### src/core/irq_bank_pkg.sv
// constants and types shared by the interrupt flag and enable bank
`default_nettype none
package irq_bank_pkg;
    localparam int unsigned ADDR_W = 8;
    localparam int unsigned DATA_W = 32;
    localparam int unsigned REG_W  = 16;
    localparam int unsigned EVT_W  = 3;

    // byte addresses of the registers
    localparam logic [7:0] OFS_FLAG2     = 8'h00;
    localparam logic [7:0] OFS_FLAG3     = 8'h04;
    localparam logic [7:0] OFS_FLAG4     = 8'h08;
    localparam logic [7:0] OFS_EN0       = 8'h0c;
    localparam logic [7:0] OFS_EN1       = 8'h10;
    localparam logic [7:0] OFS_EVT_STAT  = 8'h14;
    localparam logic [7:0] OFS_EVT_MASK  = 8'h18;

    // implemented bits of each register, all others read zero
    localparam logic [15:0] IMPL_FLAG2   = 16'hdfff;
    localparam logic [15:0] IMPL_FLAG3   = 16'h21ff;
    localparam logic [15:0] IMPL_FLAG4   = 16'h00f6;
    localparam logic [15:0] IMPL_EN0     = 16'h7fff;
    localparam logic [15:0] IMPL_EN1     = 16'hfffb;
    localparam logic [15:0] IMPL_EVT     = 16'h0007;

    // event status bit positions
    localparam int unsigned EVT_FLAG2_POS = 0;
    localparam int unsigned EVT_FLAG3_POS = 1;
    localparam int unsigned EVT_FLAG4_POS = 2;

    localparam logic [15:0] REG_RST      = 16'h0000;
    localparam logic [1:0]  RESP_OKAY    = 2'h0;
    localparam logic [1:0]  RESP_SLVERR  = 2'h2;
endpackage
`default_nettype wire

### src/core/irq_enable_reg.sv
// software-owned 16-bit register with byte strobes and a mask of implemented bits
`timescale 1ns/100ps
`default_nettype none
module irq_enable_reg #(
    parameter logic [15:0] IMPL = 16'hffff
) (
    // clock and reset
    input  wire logic        aclk,
    input  wire logic        aresetn,
    // software write
    input  wire logic        wr_en,
    input  wire logic [1:0]  wr_strb,
    input  wire logic [15:0] wr_data,
    // register value
    output logic      [15:0] value
);
    import irq_bank_pkg::*;

    logic [15:0] value_r;
    wire  [15:0] lane_mask = {{8{wr_strb[1]}}, {8{wr_strb[0]}}};
    wire  [15:0] value_nxt = (value_r & ~lane_mask) | (wr_data & lane_mask);

    always_ff @(posedge aclk) begin
        if (!aresetn) begin
            value_r <= REG_RST;
        end else if (wr_en) begin
            value_r <= value_nxt & IMPL;
        end
    end

    assign value = value_r;
endmodule
`default_nettype wire

### src/core/irq_flag_reg.sv
// 16 sticky request flags: a source request sets a bit, software may write it
`timescale 1ns/100ps
`default_nettype none
module irq_flag_reg #(
    parameter logic [15:0] IMPL = 16'hffff
) (
    // clock and reset
    input  wire logic        aclk,
    input  wire logic        aresetn,
    // software write
    input  wire logic        wr_en,
    input  wire logic [1:0]  wr_strb,
    input  wire logic [15:0] wr_data,
    // source requests
    input  wire logic [15:0] req,
    // flags and a pulse for any request on an implemented bit
    output wire logic [15:0] flag,
    output wire logic        new_req
);
    import irq_bank_pkg::*;

    for (genvar i = 0; i < 16; i++) begin : g_bit
        if (IMPL[i]) begin : g_impl
            logic bit_r;
            wire  lane_wr = wr_en & wr_strb[i / 8];
            // a request in the cycle of a software clear wins
            always_ff @(posedge aclk) begin
                if (!aresetn) begin
                    bit_r <= 1'b0;
                end else begin
                    bit_r <= (lane_wr ? wr_data[i] : bit_r) | req[i];
                end
            end
            assign flag[i] = bit_r;
        end else begin : g_unimpl
            assign flag[i] = 1'b0;
        end
    end

    assign new_req = |(req & IMPL);
endmodule
`default_nettype wire

### src/core/irq_bank_top.sv
// interrupt request flag and enable bank behind an axi4-lite slave
`timescale 1ns/100ps
`default_nettype none
// What this block does
// - a flag bit reads 1 once its source has requested and 0 while no request has occurred.
// - an enable bit at 1 passes its source's request on, at 0 holds it back.
// - unimplemented bits of flag and enable registers read zero and ignore writes.
// - every implemented flag and enable bit is read/write and clears at reset.
// - third flag register holds dma5 at 13, can2 event at 8, can2 rx at 7, ext 4/3 at 6/5.
// - third flag register holds timers 9/8 at 4/3, i2c2 master 2, i2c2 slave 1, timer7 0.
// - fourth flag register holds can2/can1 tx at 7/6, dma7/6 at 5/4, uart2/1 error at 2/1.
// - second flag register holds can1 rx at 2, spi2 event at 1, spi2 error at 0.
// - enable register 0 upper byte covers dma1 down to timer3, bit 15 unimplemented.
// - enable register 0 lower byte covers timer2 down to external interrupt 0.
// - enable register 1 upper byte covers uart2 tx down to dma channel 2.
// - enable register 1 lower byte covers ic8 down to i2c1 slave, bit 2 unimplemented.
module irq_bank_top (
    // clock and reset
    input  wire logic                            aclk,
    input  wire logic                            aresetn,
    // axi4-lite write address
    input  wire logic [irq_bank_pkg::ADDR_W-1:0] awaddr,
    input  wire logic [2:0]                      awprot,
    input  wire logic                            awvalid,
    output logic                                 awready,
    // axi4-lite write data
    input  wire logic [irq_bank_pkg::DATA_W-1:0] wdata,
    input  wire logic [3:0]                      wstrb,
    input  wire logic                            wvalid,
    output logic                                 wready,
    // axi4-lite write response
    output logic      [1:0]                      bresp,
    output logic                                 bvalid,
    input  wire logic                            bready,
    // axi4-lite read address
    input  wire logic [irq_bank_pkg::ADDR_W-1:0] araddr,
    input  wire logic [2:0]                      arprot,
    input  wire logic                            arvalid,
    output logic                                 arready,
    // axi4-lite read data
    output logic      [irq_bank_pkg::DATA_W-1:0] rdata,
    output logic      [1:0]                      rresp,
    output logic                                 rvalid,
    input  wire logic                            rready,
    // source requests into the local flag registers
    input  wire logic [irq_bank_pkg::REG_W-1:0]  req_2,
    input  wire logic [irq_bank_pkg::REG_W-1:0]  req_3,
    input  wire logic [irq_bank_pkg::REG_W-1:0]  req_4,
    // neighbouring flag registers gated by the local enables
    input  wire logic [irq_bank_pkg::REG_W-1:0]  flag_in_0,
    input  wire logic [irq_bank_pkg::REG_W-1:0]  flag_in_1,
    // neighbouring enable registers gating the local flags
    input  wire logic [irq_bank_pkg::REG_W-1:0]  enable_in_2,
    input  wire logic [irq_bank_pkg::REG_W-1:0]  enable_in_3,
    input  wire logic [irq_bank_pkg::REG_W-1:0]  enable_in_4,
    // pending requests towards the core
    output logic      [irq_bank_pkg::REG_W-1:0]  pend_0,
    output logic      [irq_bank_pkg::REG_W-1:0]  pend_1,
    output logic      [irq_bank_pkg::REG_W-1:0]  pend_2,
    output logic      [irq_bank_pkg::REG_W-1:0]  pend_3,
    output logic      [irq_bank_pkg::REG_W-1:0]  pend_4,
    // summary interrupt
    output logic                                 irq
);
    import irq_bank_pkg::*;

    // write channel state
    logic              awready_r;
    logic              wready_r;
    logic              bvalid_r;
    logic [1:0]        bresp_r;
    logic              aw_held_r;
    logic              w_held_r;
    logic [ADDR_W-1:0] awaddr_r;
    logic [15:0]       wdata_r;
    logic [1:0]        wstrb_r;

    // read channel state
    logic              arready_r;
    logic              rvalid_r;
    logic [1:0]        rresp_r;
    logic [DATA_W-1:0] rdata_r;

    // block state
    logic [EVT_W-1:0]  evt_status_r;
    logic [REG_W-1:0]  pend_0_r;
    logic [REG_W-1:0]  pend_1_r;
    logic [REG_W-1:0]  pend_2_r;
    logic [REG_W-1:0]  pend_3_r;
    logic [REG_W-1:0]  pend_4_r;
    logic              irq_r;

    // register values
    wire  [15:0] flag2;
    wire  [15:0] flag3;
    wire  [15:0] flag4;
    wire  [15:0] en0;
    wire  [15:0] en1;
    wire  [15:0] evt_mask;
    wire         new_req2;
    wire         new_req3;
    wire         new_req4;

    // write path: address and data are taken in either order
    wire              aw_take   = awvalid & awready_r;
    wire              w_take    = wvalid & wready_r;
    wire              have_aw   = aw_held_r | aw_take;
    wire              have_w    = w_held_r | w_take;
    wire              do_write  = have_aw & have_w;
    wire [ADDR_W-1:0] wr_addr   = aw_held_r ? awaddr_r : awaddr;
    wire [15:0]       wr_dat    = w_held_r ? wdata_r : wdata[15:0];
    wire [1:0]        wr_stb    = w_held_r ? wstrb_r : wstrb[1:0];
    wire [7:0]        wr_word   = {wr_addr[7:2], 2'h0};
    wire              wsel_f2   = do_write & (wr_word == OFS_FLAG2);
    wire              wsel_f3   = do_write & (wr_word == OFS_FLAG3);
    wire              wsel_f4   = do_write & (wr_word == OFS_FLAG4);
    wire              wsel_e0   = do_write & (wr_word == OFS_EN0);
    wire              wsel_e1   = do_write & (wr_word == OFS_EN1);
    wire              wsel_em   = do_write & (wr_word == OFS_EVT_MASK);
    wire              wr_hit    = (wr_word == OFS_FLAG2) | (wr_word == OFS_FLAG3)
                                | (wr_word == OFS_FLAG4) | (wr_word == OFS_EN0)
                                | (wr_word == OFS_EN1) | (wr_word == OFS_EVT_STAT)
                                | (wr_word == OFS_EVT_MASK);
    wire              aw_held_nxt = have_aw & ~do_write;
    wire              w_held_nxt  = have_w & ~do_write;
    wire              bvalid_nxt  = do_write | (bvalid_r & ~bready);

    // read path
    wire              rd_take    = arvalid & arready_r;
    wire [7:0]        rd_word    = {araddr[7:2], 2'h0};
    wire              rvalid_nxt = rd_take | (rvalid_r & ~rready);
    wire              rsel_stat  = rd_take & (rd_word == OFS_EVT_STAT);
    wire [15:0]       rd_mux     = (rd_word == OFS_FLAG2)    ? flag2 :
                                   (rd_word == OFS_FLAG3)    ? flag3 :
                                   (rd_word == OFS_FLAG4)    ? flag4 :
                                   (rd_word == OFS_EN0)      ? en0 :
                                   (rd_word == OFS_EN1)      ? en1 :
                                   (rd_word == OFS_EVT_STAT) ? {13'h0000, evt_status_r} :
                                   (rd_word == OFS_EVT_MASK) ? evt_mask : 16'h0000;
    wire              rd_hit     = (rd_word == OFS_FLAG2) | (rd_word == OFS_FLAG3)
                                 | (rd_word == OFS_FLAG4) | (rd_word == OFS_EN0)
                                 | (rd_word == OFS_EN1) | (rd_word == OFS_EVT_STAT)
                                 | (rd_word == OFS_EVT_MASK);

    // event status: a new request sets, a read clears, the set wins
    wire [EVT_W-1:0]  evt_set    = {new_req4, new_req3, new_req2};
    wire [EVT_W-1:0]  evt_status_nxt = (evt_status_r & ~{EVT_W{rsel_stat}}) | evt_set;

    // flag registers
    irq_flag_reg #(.IMPL(IMPL_FLAG2)) u_flag2 (
        .aclk    (aclk),
        .aresetn (aresetn),
        .wr_en   (wsel_f2),
        .wr_strb (wr_stb),
        .wr_data (wr_dat),
        .req     (req_2),
        .flag    (flag2),
        .new_req (new_req2)
    );

    irq_flag_reg #(.IMPL(IMPL_FLAG3)) u_flag3 (
        .aclk    (aclk),
        .aresetn (aresetn),
        .wr_en   (wsel_f3),
        .wr_strb (wr_stb),
        .wr_data (wr_dat),
        .req     (req_3),
        .flag    (flag3),
        .new_req (new_req3)
    );

    irq_flag_reg #(.IMPL(IMPL_FLAG4)) u_flag4 (
        .aclk    (aclk),
        .aresetn (aresetn),
        .wr_en   (wsel_f4),
        .wr_strb (wr_stb),
        .wr_data (wr_dat),
        .req     (req_4),
        .flag    (flag4),
        .new_req (new_req4)
    );

    // enable registers
    irq_enable_reg #(.IMPL(IMPL_EN0)) u_en0 (
        .aclk    (aclk),
        .aresetn (aresetn),
        .wr_en   (wsel_e0),
        .wr_strb (wr_stb),
        .wr_data (wr_dat),
        .value   (en0)
    );

    irq_enable_reg #(.IMPL(IMPL_EN1)) u_en1 (
        .aclk    (aclk),
        .aresetn (aresetn),
        .wr_en   (wsel_e1),
        .wr_strb (wr_stb),
        .wr_data (wr_dat),
        .value   (en1)
    );

    irq_enable_reg #(.IMPL(IMPL_EVT)) u_evt_mask (
        .aclk    (aclk),
        .aresetn (aresetn),
        .wr_en   (wsel_em),
        .wr_strb (wr_stb),
        .wr_data (wr_dat),
        .value   (evt_mask)
    );

    // write channel
    always_ff @(posedge aclk) begin
        if (!aresetn) begin
            aw_held_r <= 1'b0;
            w_held_r  <= 1'b0;
            awready_r <= 1'b0;
            wready_r  <= 1'b0;
            bvalid_r  <= 1'b0;
            bresp_r   <= RESP_OKAY;
        end else begin
            aw_held_r <= aw_held_nxt;
            w_held_r  <= w_held_nxt;
            awready_r <= ~aw_held_nxt & ~bvalid_nxt;
            wready_r  <= ~w_held_nxt & ~bvalid_nxt;
            bvalid_r  <= bvalid_nxt;
            if (do_write) begin
                bresp_r <= wr_hit ? RESP_OKAY : RESP_SLVERR;
            end
        end
    end

    always_ff @(posedge aclk) begin
        if (!aresetn) begin
            awaddr_r <= '0;
            wdata_r  <= REG_RST;
            wstrb_r  <= 2'h0;
        end else begin
            if (aw_take) begin
                awaddr_r <= awaddr;
            end
            if (w_take) begin
                wdata_r <= wdata[15:0];
                wstrb_r <= wstrb[1:0];
            end
        end
    end

    // read channel; upper half and unimplemented bits read zero
    always_ff @(posedge aclk) begin
        if (!aresetn) begin
            arready_r <= 1'b0;
            rvalid_r  <= 1'b0;
            rresp_r   <= RESP_OKAY;
            rdata_r   <= '0;
        end else begin
            arready_r <= ~rvalid_nxt;
            rvalid_r  <= rvalid_nxt;
            if (rd_take) begin
                rdata_r <= {16'h0000, rd_mux};
                rresp_r <= rd_hit ? RESP_OKAY : RESP_SLVERR;
            end
        end
    end

    // pending requests: flag and enable both set
    always_ff @(posedge aclk) begin
        if (!aresetn) begin
            pend_0_r <= REG_RST;
            pend_1_r <= REG_RST;
            pend_2_r <= REG_RST;
            pend_3_r <= REG_RST;
            pend_4_r <= REG_RST;
        end else begin
            pend_0_r <= flag_in_0 & en0;
            pend_1_r <= flag_in_1 & en1;
            pend_2_r <= flag2 & enable_in_2;
            pend_3_r <= flag3 & enable_in_3;
            pend_4_r <= flag4 & enable_in_4;
        end
    end

    // event status and summary interrupt
    always_ff @(posedge aclk) begin
        if (!aresetn) begin
            evt_status_r <= '0;
            irq_r        <= 1'b0;
        end else begin
            evt_status_r <= evt_status_nxt;
            irq_r        <= |(evt_status_r & evt_mask[EVT_W-1:0]);
        end
    end

    assign awready = awready_r;
    assign wready  = wready_r;
    assign bvalid  = bvalid_r;
    assign bresp   = bresp_r;
    assign arready = arready_r;
    assign rvalid  = rvalid_r;
    assign rresp   = rresp_r;
    assign rdata   = rdata_r;
    assign pend_0  = pend_0_r;
    assign pend_1  = pend_1_r;
    assign pend_2  = pend_2_r;
    assign pend_3  = pend_3_r;
    assign pend_4  = pend_4_r;
    assign irq     = irq_r;
endmodule
`default_nettype wire

### config.mk
export PLATFORM = sky130hd
export DESIGN_NAME = irq_bank_top
export DESIGN_NICKNAME = d
export VERILOG_FILES = /design/src/core/irq_bank_pkg.sv /design/src/core/irq_enable_reg.sv /design/src/core/irq_flag_reg.sv /design/src/core/irq_bank_top.sv
export SDC_FILE = /design/constraint.sdc
export NUM_CORES = 1
export LEC_CHECK = 0
export BUFFER_PORTS_ARGS = -buffer_cell sky130_fd_sc_hd__buf_2
export CAP_MARGIN = 20
export CELL_PAD_IN_SITES_DETAIL_PLACEMENT = 0
export CELL_PAD_IN_SITES_GLOBAL_PLACEMENT = 2
export CORE_UTILIZATION = 30
export DETAILED_ROUTE_END_ITERATION = 6
export GPL_TIMING_DRIVEN = 0
export PLACE_DENSITY = 0.9
export SLEW_MARGIN = 20
export SYNTH_ARGS = -nofsm -noshare
export SYNTH_HDL_FRONTEND = slang
export SYNTH_SLANG_ARGS = --single-unit
### constraint.sdc
create_clock -name aclk -period 3.55 [get_ports aclk]
set_clock_uncertainty 0.15 [all_clocks]
set_input_delay 0.71 -clock aclk [delete_from_list [all_inputs] [get_ports aclk]]
set_output_delay 0.71 -clock aclk [all_outputs]
set_load 0.005 [all_outputs]
Word-level counts from Yosys, hierarchy flattened
Index checks and enable logic that the tools add are counted.
{"block": "totals", "ff_bits": 201, "out_inout_bits": 122, "input_bits": 193, "elab_cells": 208}
{"block": "op_classes", "n_reduce_logical": 6, "bitwise": 93, "n_eq_ne": 12, "mux": 43}
{"operator": "16-bit 2-to-1 mux", "count": 6}
{"operator": "16-bit bitwise AND", "count": 4}
{"operator": "1-bit OR", "count": 47}
{"operator": "6-bit by 3-bit == test with 1-bit output (second input constant)", "count": 6}
{"operator": "1-bit 2-to-1 mux", "count": 31}
{"operator": "6-bit by 2-bit == test with 1-bit output (second input constant)", "count": 4}
{"operator": "1-bit bitwise AND", "count": 22}
{"operator": "14-bit by 16-bit bitwise AND with 16-bit output", "count": 1}
{"operator": "16-bit by 15-bit bitwise AND with 16-bit output", "count": 1}
{"operator": "8-bit by 16-bit bitwise AND with 16-bit output", "count": 1}
{"operator": "8-bit zero test", "count": 2}
{"operator": "16-bit inverter", "count": 1}
{"operator": "16-bit OR", "count": 1}
{"operator": "15-bit bitwise AND", "count": 1}
{"operator": "15-bit OR", "count": 1}
{"operator": "15-bit OR reduction", "count": 1}
{"operator": "6-bit by 1-bit == test with 1-bit output (second input constant)", "count": 2}
{"operator": "10-bit OR reduction", "count": 1}
{"operator": "3-bit bitwise AND", "count": 3}
{"operator": "8-bit 2-to-1 mux", "count": 1}
{"operator": "1-bit inverter", "count": 7}
{"operator": "2-bit 2-to-1 mux", "count": 3}
{"operator": "3-bit 2-to-1 mux", "count": 2}
{"operator": "3-bit OR", "count": 2}
{"operator": "other kinds (3)", "count": 3}

Logic depth before layout (Yosys ltp)
Gate-level depths: netlist of run 1.
{"block": "depth", "ltp_word": 9, "mapped_depth": 6}

Hierarchy
From an unflattened synthesis of run 1, not the netlist that was laid out.
{"block": "hier_totals", "cells_unflattened": 896, "hier_area_um2": 8678.3}
{"mod": "irq_bank_top", "seq_area_each_um2": 2662.6, "area_each_um2": 5437.7, "instances": 1, "cells_each": 556}
{"mod": "irq_enable_reg (u_en0 ...)", "seq_area_each_um2": 300.3, "area_each_um2": 639.4, "instances": 2, "cells_each": 72}
{"mod": "irq_flag_reg (u_flag2)", "seq_area_each_um2": 300.3, "area_each_um2": 783.3, "instances": 1, "cells_each": 74}
{"mod": "irq_flag_reg (u_flag3)", "seq_area_each_um2": 200.2, "area_each_um2": 568.0, "instances": 1, "cells_each": 56}
{"mod": "irq_flag_reg (u_flag4)", "seq_area_each_um2": 120.1, "area_each_um2": 384.1, "instances": 1, "cells_each": 39}
{"mod": "irq_enable_reg (u_evt_mask)", "seq_area_each_um2": 60.1, "area_each_um2": 226.5, "instances": 1, "cells_each": 27}

Worst setup path after synthesis of run 1
OpenSTA, ideal clock, no wires.
{"block": "synth_path", "path_type": "input -> register", "startpoint": "in araddr[7] (netlist name)", "endpoint": "reg rdata_r[4] (netlist: rdata[4])", "setup_slack_ns": 1.273, "required_ns": 3.270, "setup_ns": 0.130, "t_arrival_ns": 1.997, "path_stages": 5, "path_cell_list": "or4_1 -> buf_2 -> or3_4 -> o221ai_1 -> o211ai_1"}
{"block": "synth_via", "elab_chain_cells": 6, "word_cells_on_any_way": 10, "cone_classes": "4 x eq/ne; 5 x mux; 1 x reduce/logical"}
{"element": "start: declaration", "line_no": "irq_bank_top.sv:36", "rtl": "input wire logic [irq_bank_pkg::ADDR_W-1:0] araddr,"}
{"element": "6-bit by 3-bit == test with 1-bit output", "line_no": "irq_bank_top.sv:137", "rtl": "(rd_word == OFS_EN1) ? en1 :"}
{"element": "16-bit 2-to-1 mux", "line_no": "irq_bank_top.sv:137"}
{"element": "16-bit 2-to-1 mux", "line_no": "irq_bank_top.sv:136", "rtl": "(rd_word == OFS_EN0) ? en0 :"}
{"element": "16-bit 2-to-1 mux", "line_no": "irq_bank_top.sv:135", "rtl": "(rd_word == OFS_FLAG4) ? flag4 :"}
{"element": "16-bit 2-to-1 mux", "line_no": "irq_bank_top.sv:134", "rtl": "(rd_word == OFS_FLAG3) ? flag3 :"}
{"element": "16-bit 2-to-1 mux *", "line_no": "irq_bank_top.sv:133", "rtl": "wire [15:0] rd_mux = (rd_word == OFS_FLAG2) ? flag2 :"}
{"element": "end signal: assignment", "line_no": "irq_bank_top.sv:259", "rtl": "rdata_r <= {16'h0000, rd_mux};"}
{"element": "end: declaration", "line_no": "irq_bank_top.sv:82", "rtl": "logic [DATA_W-1:0] rdata_r;"}
Mark *: on every way between the ends. The rest lies on a longest branch, timed or not.
A chain may end at the register's enable or synchronous reset.

Worst setup path in the final report of run 1
{"block": "layout_path", "startpoint": "in araddr[7] (netlist name)", "endpoint": "reg rdata_r[15] (netlist: rdata[15])"}
Same word-level chain as after synthesis.

==> metrics.yaml, run 1 <==
status: "finished, final reports clean"
ys_warn_count: 0
routed_wl_um: 25400
wl_per_cell_um: 18.4
cts_resized: 0
clkSinkCount: 178
rsz0062_at_grt: "false"
dp_hpwl_um: 19900
met1_usage: 0.235
avgSynthCellArea_sq_um: 9.61
grt.met2_usage: 0.327
final_cell_mix: "buf_2 (219), dfxtp_1 (178), nand2_1 (101)"
ys_seq_area_frac: 0.477
final_net_count: 1237
drive_above_1_share: 0.316
p_per_area_nw_per_um2: 469
ys_ff_latch: 178
final_common_cell: "buf_2"
seq_power_share: 0.468
cp-end-kind: "flop"
finalSetupTns_ns: 0
maxSlewHeadroom: 0.379
switchingPower_uw: 1160
post_cts_buffers: 0
grtUsageTotal: 0.196
dr.pass1.iters: 6
setup_viol: 0
port_buffers: 211
via_count: 6716
slew_viol_final: 0
fp.dieW_um: 160
holdCritPathClass: "reg -> reg"
top_usage_layer: "met2"
worstPathRequired_ns: 3.77
final_antenna_net_count: 0
synth_edf_count: 0
route.detailed.drc: 0
core_area_sq_um: 24400
synth_area_sq_um: 7470
die_h_um: 160
grt_overflow_total: 0
intPower_uw: 3380
worst-slew-pin-transition_ns: 0.925
syn_to_final_growth_pct: 29.4
timing.fmax_mhz: 423
synth_cells: 778
startpoint_type: "input pin"
clock_latency_ns: 0.44
pwr-share-comb: 0.109
grt_max_degree: 17
fp-row-count: 57
dp_cells: 1349
synth_cell_types: 70
grt_pass1_wl_um: 37200
io_pins: 315
via_per_inst: 4.86
clkTransAtPathRegs_ns: 0.07
initial_core_util: 0.306
switching_share: 0.255
cts-root-buf: "clkbuf_16"
cts_max_level: 4
cts.path.max_buffers: 2
crit_type: "in -> reg"
fill_cells: 2528
ff2ff_setup_slack_ns: 1.30
maxCapViolCount: 0
fin_crit_ns: 2.37
antenna_found_initial: 8
cts_buffers: 17
worstPathArrival_ns: 2.59
postCtsHoldBufs: 0
power_frac_clock: 0.424
finalNonFillerCells: 1383
routabilityCongestion: 0.898
async_flop_share: 0
hold_ws_ns: 0.311
grt_pass1_vias: 6298
period_share: 0.666
hold_violations: 0
synth_ff_type: "dfxtp_1"
use_met3: 0.0623
die-area_sq_um: 25500
cts_tree: "done"
cp_max_fo: 8
leakagePower_uw: 0.00436
drtIter0Drc: 381
ir_worst_vdd_mv: 0.229
per-layer routing:
metal  wire (um)  up-vias
met3        1890       46
met1       10700     3104
met5          38        -
met2       12200      288
met4         600        6
li1            -     3272
cell usage after synthesis, drive strengths merged, types with 2 or more instances:
cell	n	area [sq um]
buf	51	363
nor4	6	52.6
a21o	3	23.8
nand2	101	379
or4	2	15.0
a221oi	2	17.5
a21boi	25	188
or3	2	17.5
a21oi	21	105
or2	5	31.3
nor4b	3	47.5
o21ai	44	220
a22oi	7	52.6
nor2	46	188
a22o	4	35.0
nand4	5	37.5
a32o	2	20.0
nor2b	10	62.6
nand2b	7	43.8
a31oi	4	25.0
o211ai	6	68.8
a221o	2	20.0
mux2i	39	403
nand3b	3	22.5
clkbuf	34	128
nor3b	3	38.8
and2	3	18.8
o22ai	3	31.3
o311a	31	310
nor3	7	62.6
mux2	21	240
o221ai	4	35.0
and3	64	400
dfxtp	178	3560
inv	2	7.51
nand3	10	50.1
o21a	5	37.5
final cells by class:
cell class / count / area (sq um) / area share
clock inverters: 11 / 130 / 0.0135
diodes: 3 / 7.51 / 0.000776
well taps: 324 / 405 / 0.0419
clock buffers: 20 / 467 / 0.0482
flip-flops and latches: 178 / 3560 / 0.368
repair buffers: 211 / 1060 / 0.109
plain buffers: 85 / 490 / 0.0507
multi-input cells: 548 / 3540 / 0.366
inverters: 3 / 11.3 / 0.00116
logic make-up after synthesis:
group           count (synthesis)  share of synthesized area
other cells                     1                   0.000502
flops                         178                      0.477
mux                            60                     0.0861
simple gates                  280                      0.201
buf+inv                        88                     0.0671
compound gates                171                      0.169
path summary, 6_finish.rpt:
check / start / to / cells past startpoint
max: araddr[7] / rdata[15] / 6
min: wdata_r[7] / wdata_r[7] / 2
max reg2reg: aw_held_r / u_flag3.g_bit[4].g_impl.bit_r / 6
min reg2reg: wdata_r[7] / wdata_r[7] / 2
critical path, stage by stage:
cell      delay, ns
buf_2          0.10
nor3_1         0.75
and3_1         0.25
clkbuf_1       0.41
a221oi_1       0.18
nor3b_2        0.18
power by group through the flow:
stage | registers (uW) | clock network (uW) | logic (uW)
finish | 2120 | 1920 | 493
global route | 2130 | 2040 | 538
CTS | 2120 | 1960 | 492
detailed placement | 2160 | 0 | 490
global placement | 2160 | 0 | 486
floorplan | 2150 | 0 | 276
metrics by stage:
stage | total power (uW) | util | instance area, sq um | setup slack [ns]
floorplan | 2420 | - | 7610 | 1.27
finish | 4530 | 0.397 | 9670 | 1.18
CTS | 4570 | 0.396 | 9670 | 1.14
global placement | 2650 | 0.372 | 9070 | 0.662
detailed placement | 2660 | 0.372 | 9070 | 0.682
global route | 4700 | 0.397 | 9670 | 1.06
(Power assumes the default switching activity.)
==> run 2, diff against run 1 <==
--- a/config.mk
+++ b/config.mk
@@ -5,14 +5,15 @@
 export SDC_FILE = /design/constraint.sdc
 export NUM_CORES = 1
 export LEC_CHECK = 0
+export ABC_AREA = 1
 export BUFFER_PORTS_ARGS = -buffer_cell sky130_fd_sc_hd__buf_2
 export CAP_MARGIN = 20
 export CELL_PAD_IN_SITES_DETAIL_PLACEMENT = 0
 export CELL_PAD_IN_SITES_GLOBAL_PLACEMENT = 2
-export CORE_UTILIZATION = 30
+export CORE_UTILIZATION = 23
 export DETAILED_ROUTE_END_ITERATION = 6
 export GPL_TIMING_DRIVEN = 0
-export PLACE_DENSITY = 0.9
+export PLACE_DENSITY = 0.81
 export SLEW_MARGIN = 20
 export SYNTH_ARGS = -nofsm -noshare
 export SYNTH_HDL_FRONTEND = slang
==> constraint.sdc (replaced) <==
create_clock -name aclk -period 1.9 [get_ports aclk]
set_clock_uncertainty 0.15 [all_clocks]
set_input_delay 0.38 -clock aclk [delete_from_list [all_inputs] [get_ports aclk]]
set_output_delay 0.38 -clock aclk [all_outputs]
set_load 0.005 [all_outputs]
==> run 2 against run 1 <==
Cell area is 8.3% higher. Core utilization fell by 6.6 points. Non-clock buffer count rose by 46. Clock-buffer cell count fell by 2. Routed wire length is 15% higher. Die area up 30%. Clock power is 96% higher. Power increased by 94%. Sequential power grew 88%. Sequential share of layout area fell by 2.8 points. Final cell count grew 28%. Critical endpoint is now u_flag4.g_bit[2].g_impl.bit_r. Largest power group unchanged.
==> metrics.yaml, run 2 <==
status: "finished, final reports clean"  # unchanged
die-area_sq_um: 33200  # was 25,500 sq um
rsz0062_at_grt: "true"  # was false
met1_usage: 0.239  # was 0.235
ys_ff_latch: 178  # unchanged
antenna_found_initial: 3  # was 8
yosysTopAreaCell: "dfxtp_1"  # unchanged
final_cell_mix: "nand2_1 (241), buf_2 (216), dfxtp_1 (175)"  # was buf_2 (219), dfxtp_1 (178), nand2_1 (101)
io_pins: 315  # unchanged
clkTransAtPathRegs_ns: 0.07  # about the same
cp-end-kind: "flop"  # unchanged
holdCritPathClass: "in -> reg"  # was reg -> reg
grt_max_degree: 17  # unchanged
final_antenna_net_count: 0  # unchanged
cts.path.max_buffers: 2  # unchanged
worst-slew-pin-transition_ns: 0.842  # was 0.925 ns
finalSetupTns_ns: 0  # unchanged
grtUsageTotal: 0.177  # was 0.196
cts-root-buf: "clkbuf_16"  # unchanged
fp-row-count: 65  # was 57
wl_per_cell_um: 16.5  # was 18.4 um
p_per_area_nw_per_um2: 841  # was 469 nW/um^2
ys_warn_count: 0  # unchanged
routed_wl_um: 29200  # was 25,400 um
synth_ff_type: "dfxtp_1"  # unchanged
maxCapViolCount: 0  # unchanged
timing.fmax_mhz: 558
grt.met2_usage: 0.284  # was 0.327
dp_slack_ns: -0.515  # was 0.682 ns
dp_hpwl_um: 22500  # was 19,900 um
synth_area_leaders: "dfxtp_1 (48%), nand2_1 (13%), nor2_1 (7.0%)"  # was dfxtp_1 (48%), and3_1 (5.4%), mux2i_1 (5.1%)
startpoint_type: "flop"  # was input pin
hold_violations: 0  # unchanged
grt_pass1_vias: 7159  # was 6,298
fill_cells: 3543  # was 2,528
synth_top_area_share: 0.477  # about the same
setup_ws_ns: 0.107  # was 1.18 ns
synth_area_sq_um: 7470  # about the same
port_buffers: 212  # was 211
synth.most_common_cell: "nand2_1"  # was dfxtp_1
top_usage_layer: "met2"  # unchanged
period_share: 0.944
crit_type: "reg -> reg"  # was in -> reg
fin_crit_ns: 1.79
syn_to_final_growth_pct: 40.4  # was 29.4%
via_count: 7618  # was 6,716
cp_max_fo: 10  # was 8
core_area_sq_um: 31700  # was 24,400 sq um
ys_seq_area_frac: 0.477  # about the same
cts_max_level: 4  # unchanged
cts_tree: "done"  # unchanged
synth_cell_types: 35  # was 70
synth_edf_count: 0  # unchanged
setup_viol: 0  # unchanged
use_met3: 0.0367  # was 0.0623
slew_viol_final: 0  # unchanged
antenna_cells: 0  # was 3
leakagePower_uw: 0.00505  # was 0.00436 uW
clkSinkCount: 178  # unchanged
synthTopCellsByCount: "nand2_1 (255), dfxtp_1 (178), nor2_1 (139)"  # was dfxtp_1 (178), nand2_1 (101), and3_1 (64)
initial_core_util: 0.235  # was 0.306
maxSlewHeadroom: 0.439  # was 0.379
via_per_inst: 4.30  # was 4.86
synth_cells: 1035  # was 778
fp.dieW_um: 182  # was 160 um
grt_pass1_wl_um: 43400  # was 37,200 um
die_h_um: 182  # was 160 um
drtIter0Drc: 485  # was 381
cts_buffers: 17  # unchanged
drive_above_1_share: 0.265  # was 0.316
final_net_count: 1549  # was 1,237
clock_latency_ns: 0.45  # was 0.44 ns
worstPathRequired_ns: 2.14  # was 3.77 ns
grt_overflow_total: 0  # unchanged
dr.pass1.iters: 5  # was 6
route.detailed.drc: 0  # unchanged
worstPathArrival_ns: 2.03  # was 2.59 ns
async_flop_share: 0  # unchanged
final_common_cell: "nand2_1"  # was buf_2
ir_worst_vdd_mv: 0.648  # was 0.229 mV
routabilityCongestion: 0.860  # was 0.898
avgSynthCellArea_sq_um: 7.21  # was 9.61 sq um
run 2: cell count changes after synthesis, sizes merged, moves of 25 or more:
cell,previous run,this run
a21oi,21,76
a21boi,25,0
inv,2,108
and3,64,0
o311a,31,0
nand4,5,30
nand2,101,262
mux2i,39,0
nand3,10,69
nor2,46,143
run 2: power breakdown:
part           internal [uW]  leakage, uW  switching, uW  total [uW]
sequential              3870      0.00146            117        3990
combinational            428      0.00330            637        1060
clock                   2090     0.000290           1660        3760
run 2: logic make-up after synthesis:
family,synth area share
and+or+nand+nor,0.297
AOI/OAI and AO/OA,0.109
buffers and inverters,0.115
DFF,0.477
other,0.000502
run 2: worst paths after layout:
path	start	endpoint	slack, ns	cells after the start
hold reg to reg	flop	pend_1[11]	0.30	2
setup reg to reg	aw_held_r	u_flag4.g_bit[2].g_impl.bit_r	0.11	11
setup / recovery	aw_held_r	u_flag4.g_bit[2].g_impl.bit_r	0.11	11
hold / removal	flag_in_0[1]	pend_0[1]	0.01	3
run 2: per-stage QoR:
stage                      util  area (sq um)  cells  power, uW  hold WS (ns)
after global placement    0.289          9170   1685       5000         0.289
after floorplan               -          7600   1071       4540         0.260
final                     0.330         10500   1771       8810        0.0139
after detailed placement  0.289          9170   1685       5000         0.295
after global routing      0.330         10500   1771       9220       0.00374
after CTS                 0.323         10200   1758       8860      0.000158
run 2: worst max-delay path: stages (launching register included):
cell	delay, ns
dfxtp_4	0.39
inv_4	0.06
nand2_2	0.09
nand2_1	0.11
inv_2	0.10
nand2_4	0.11
nor2_4	0.18
buf_6	0.15
nand3_1	0.14
nand3_1	0.12
nand2_1	0.05
inv_1	0.07
run 2: cell type report:
| class | count | area [sq um] | share of cell area |
|---|---|---|---|
| Inverter | 110 | 418 | 0.0399 |
| Clock inverter | 14 | 178 | 0.0170 |
| Multi-Input combinational cell | 707 | 3330 | 0.318 |
| Clock buffer | 18 | 429 | 0.0410 |
| Tap cell | 402 | 503 | 0.0480 |
| Buffer | 77 | 488 | 0.0466 |
| Sequential cell | 178 | 3570 | 0.341 |
| Timing Repair Buffer | 265 | 1570 | 0.149 |
run 2: timing repair:
item	CTS	global route
gates resized for setup	21	53
hold buffers	41	0
cloned	0	1
pin swaps	0	6
hold endpoints to repair	41	0
setup buffers	0	12
endpoints found under the setup margin	75	73
run 2: layer usage:
metal,share of wire,up-vias,wire length [um]
met2,0.45,269,13200
met5,0.0014,-,42
met1,0.47,3432,13700
li1,-,3877,-
met4,0.016,8,469
met3,0.062,32,1820
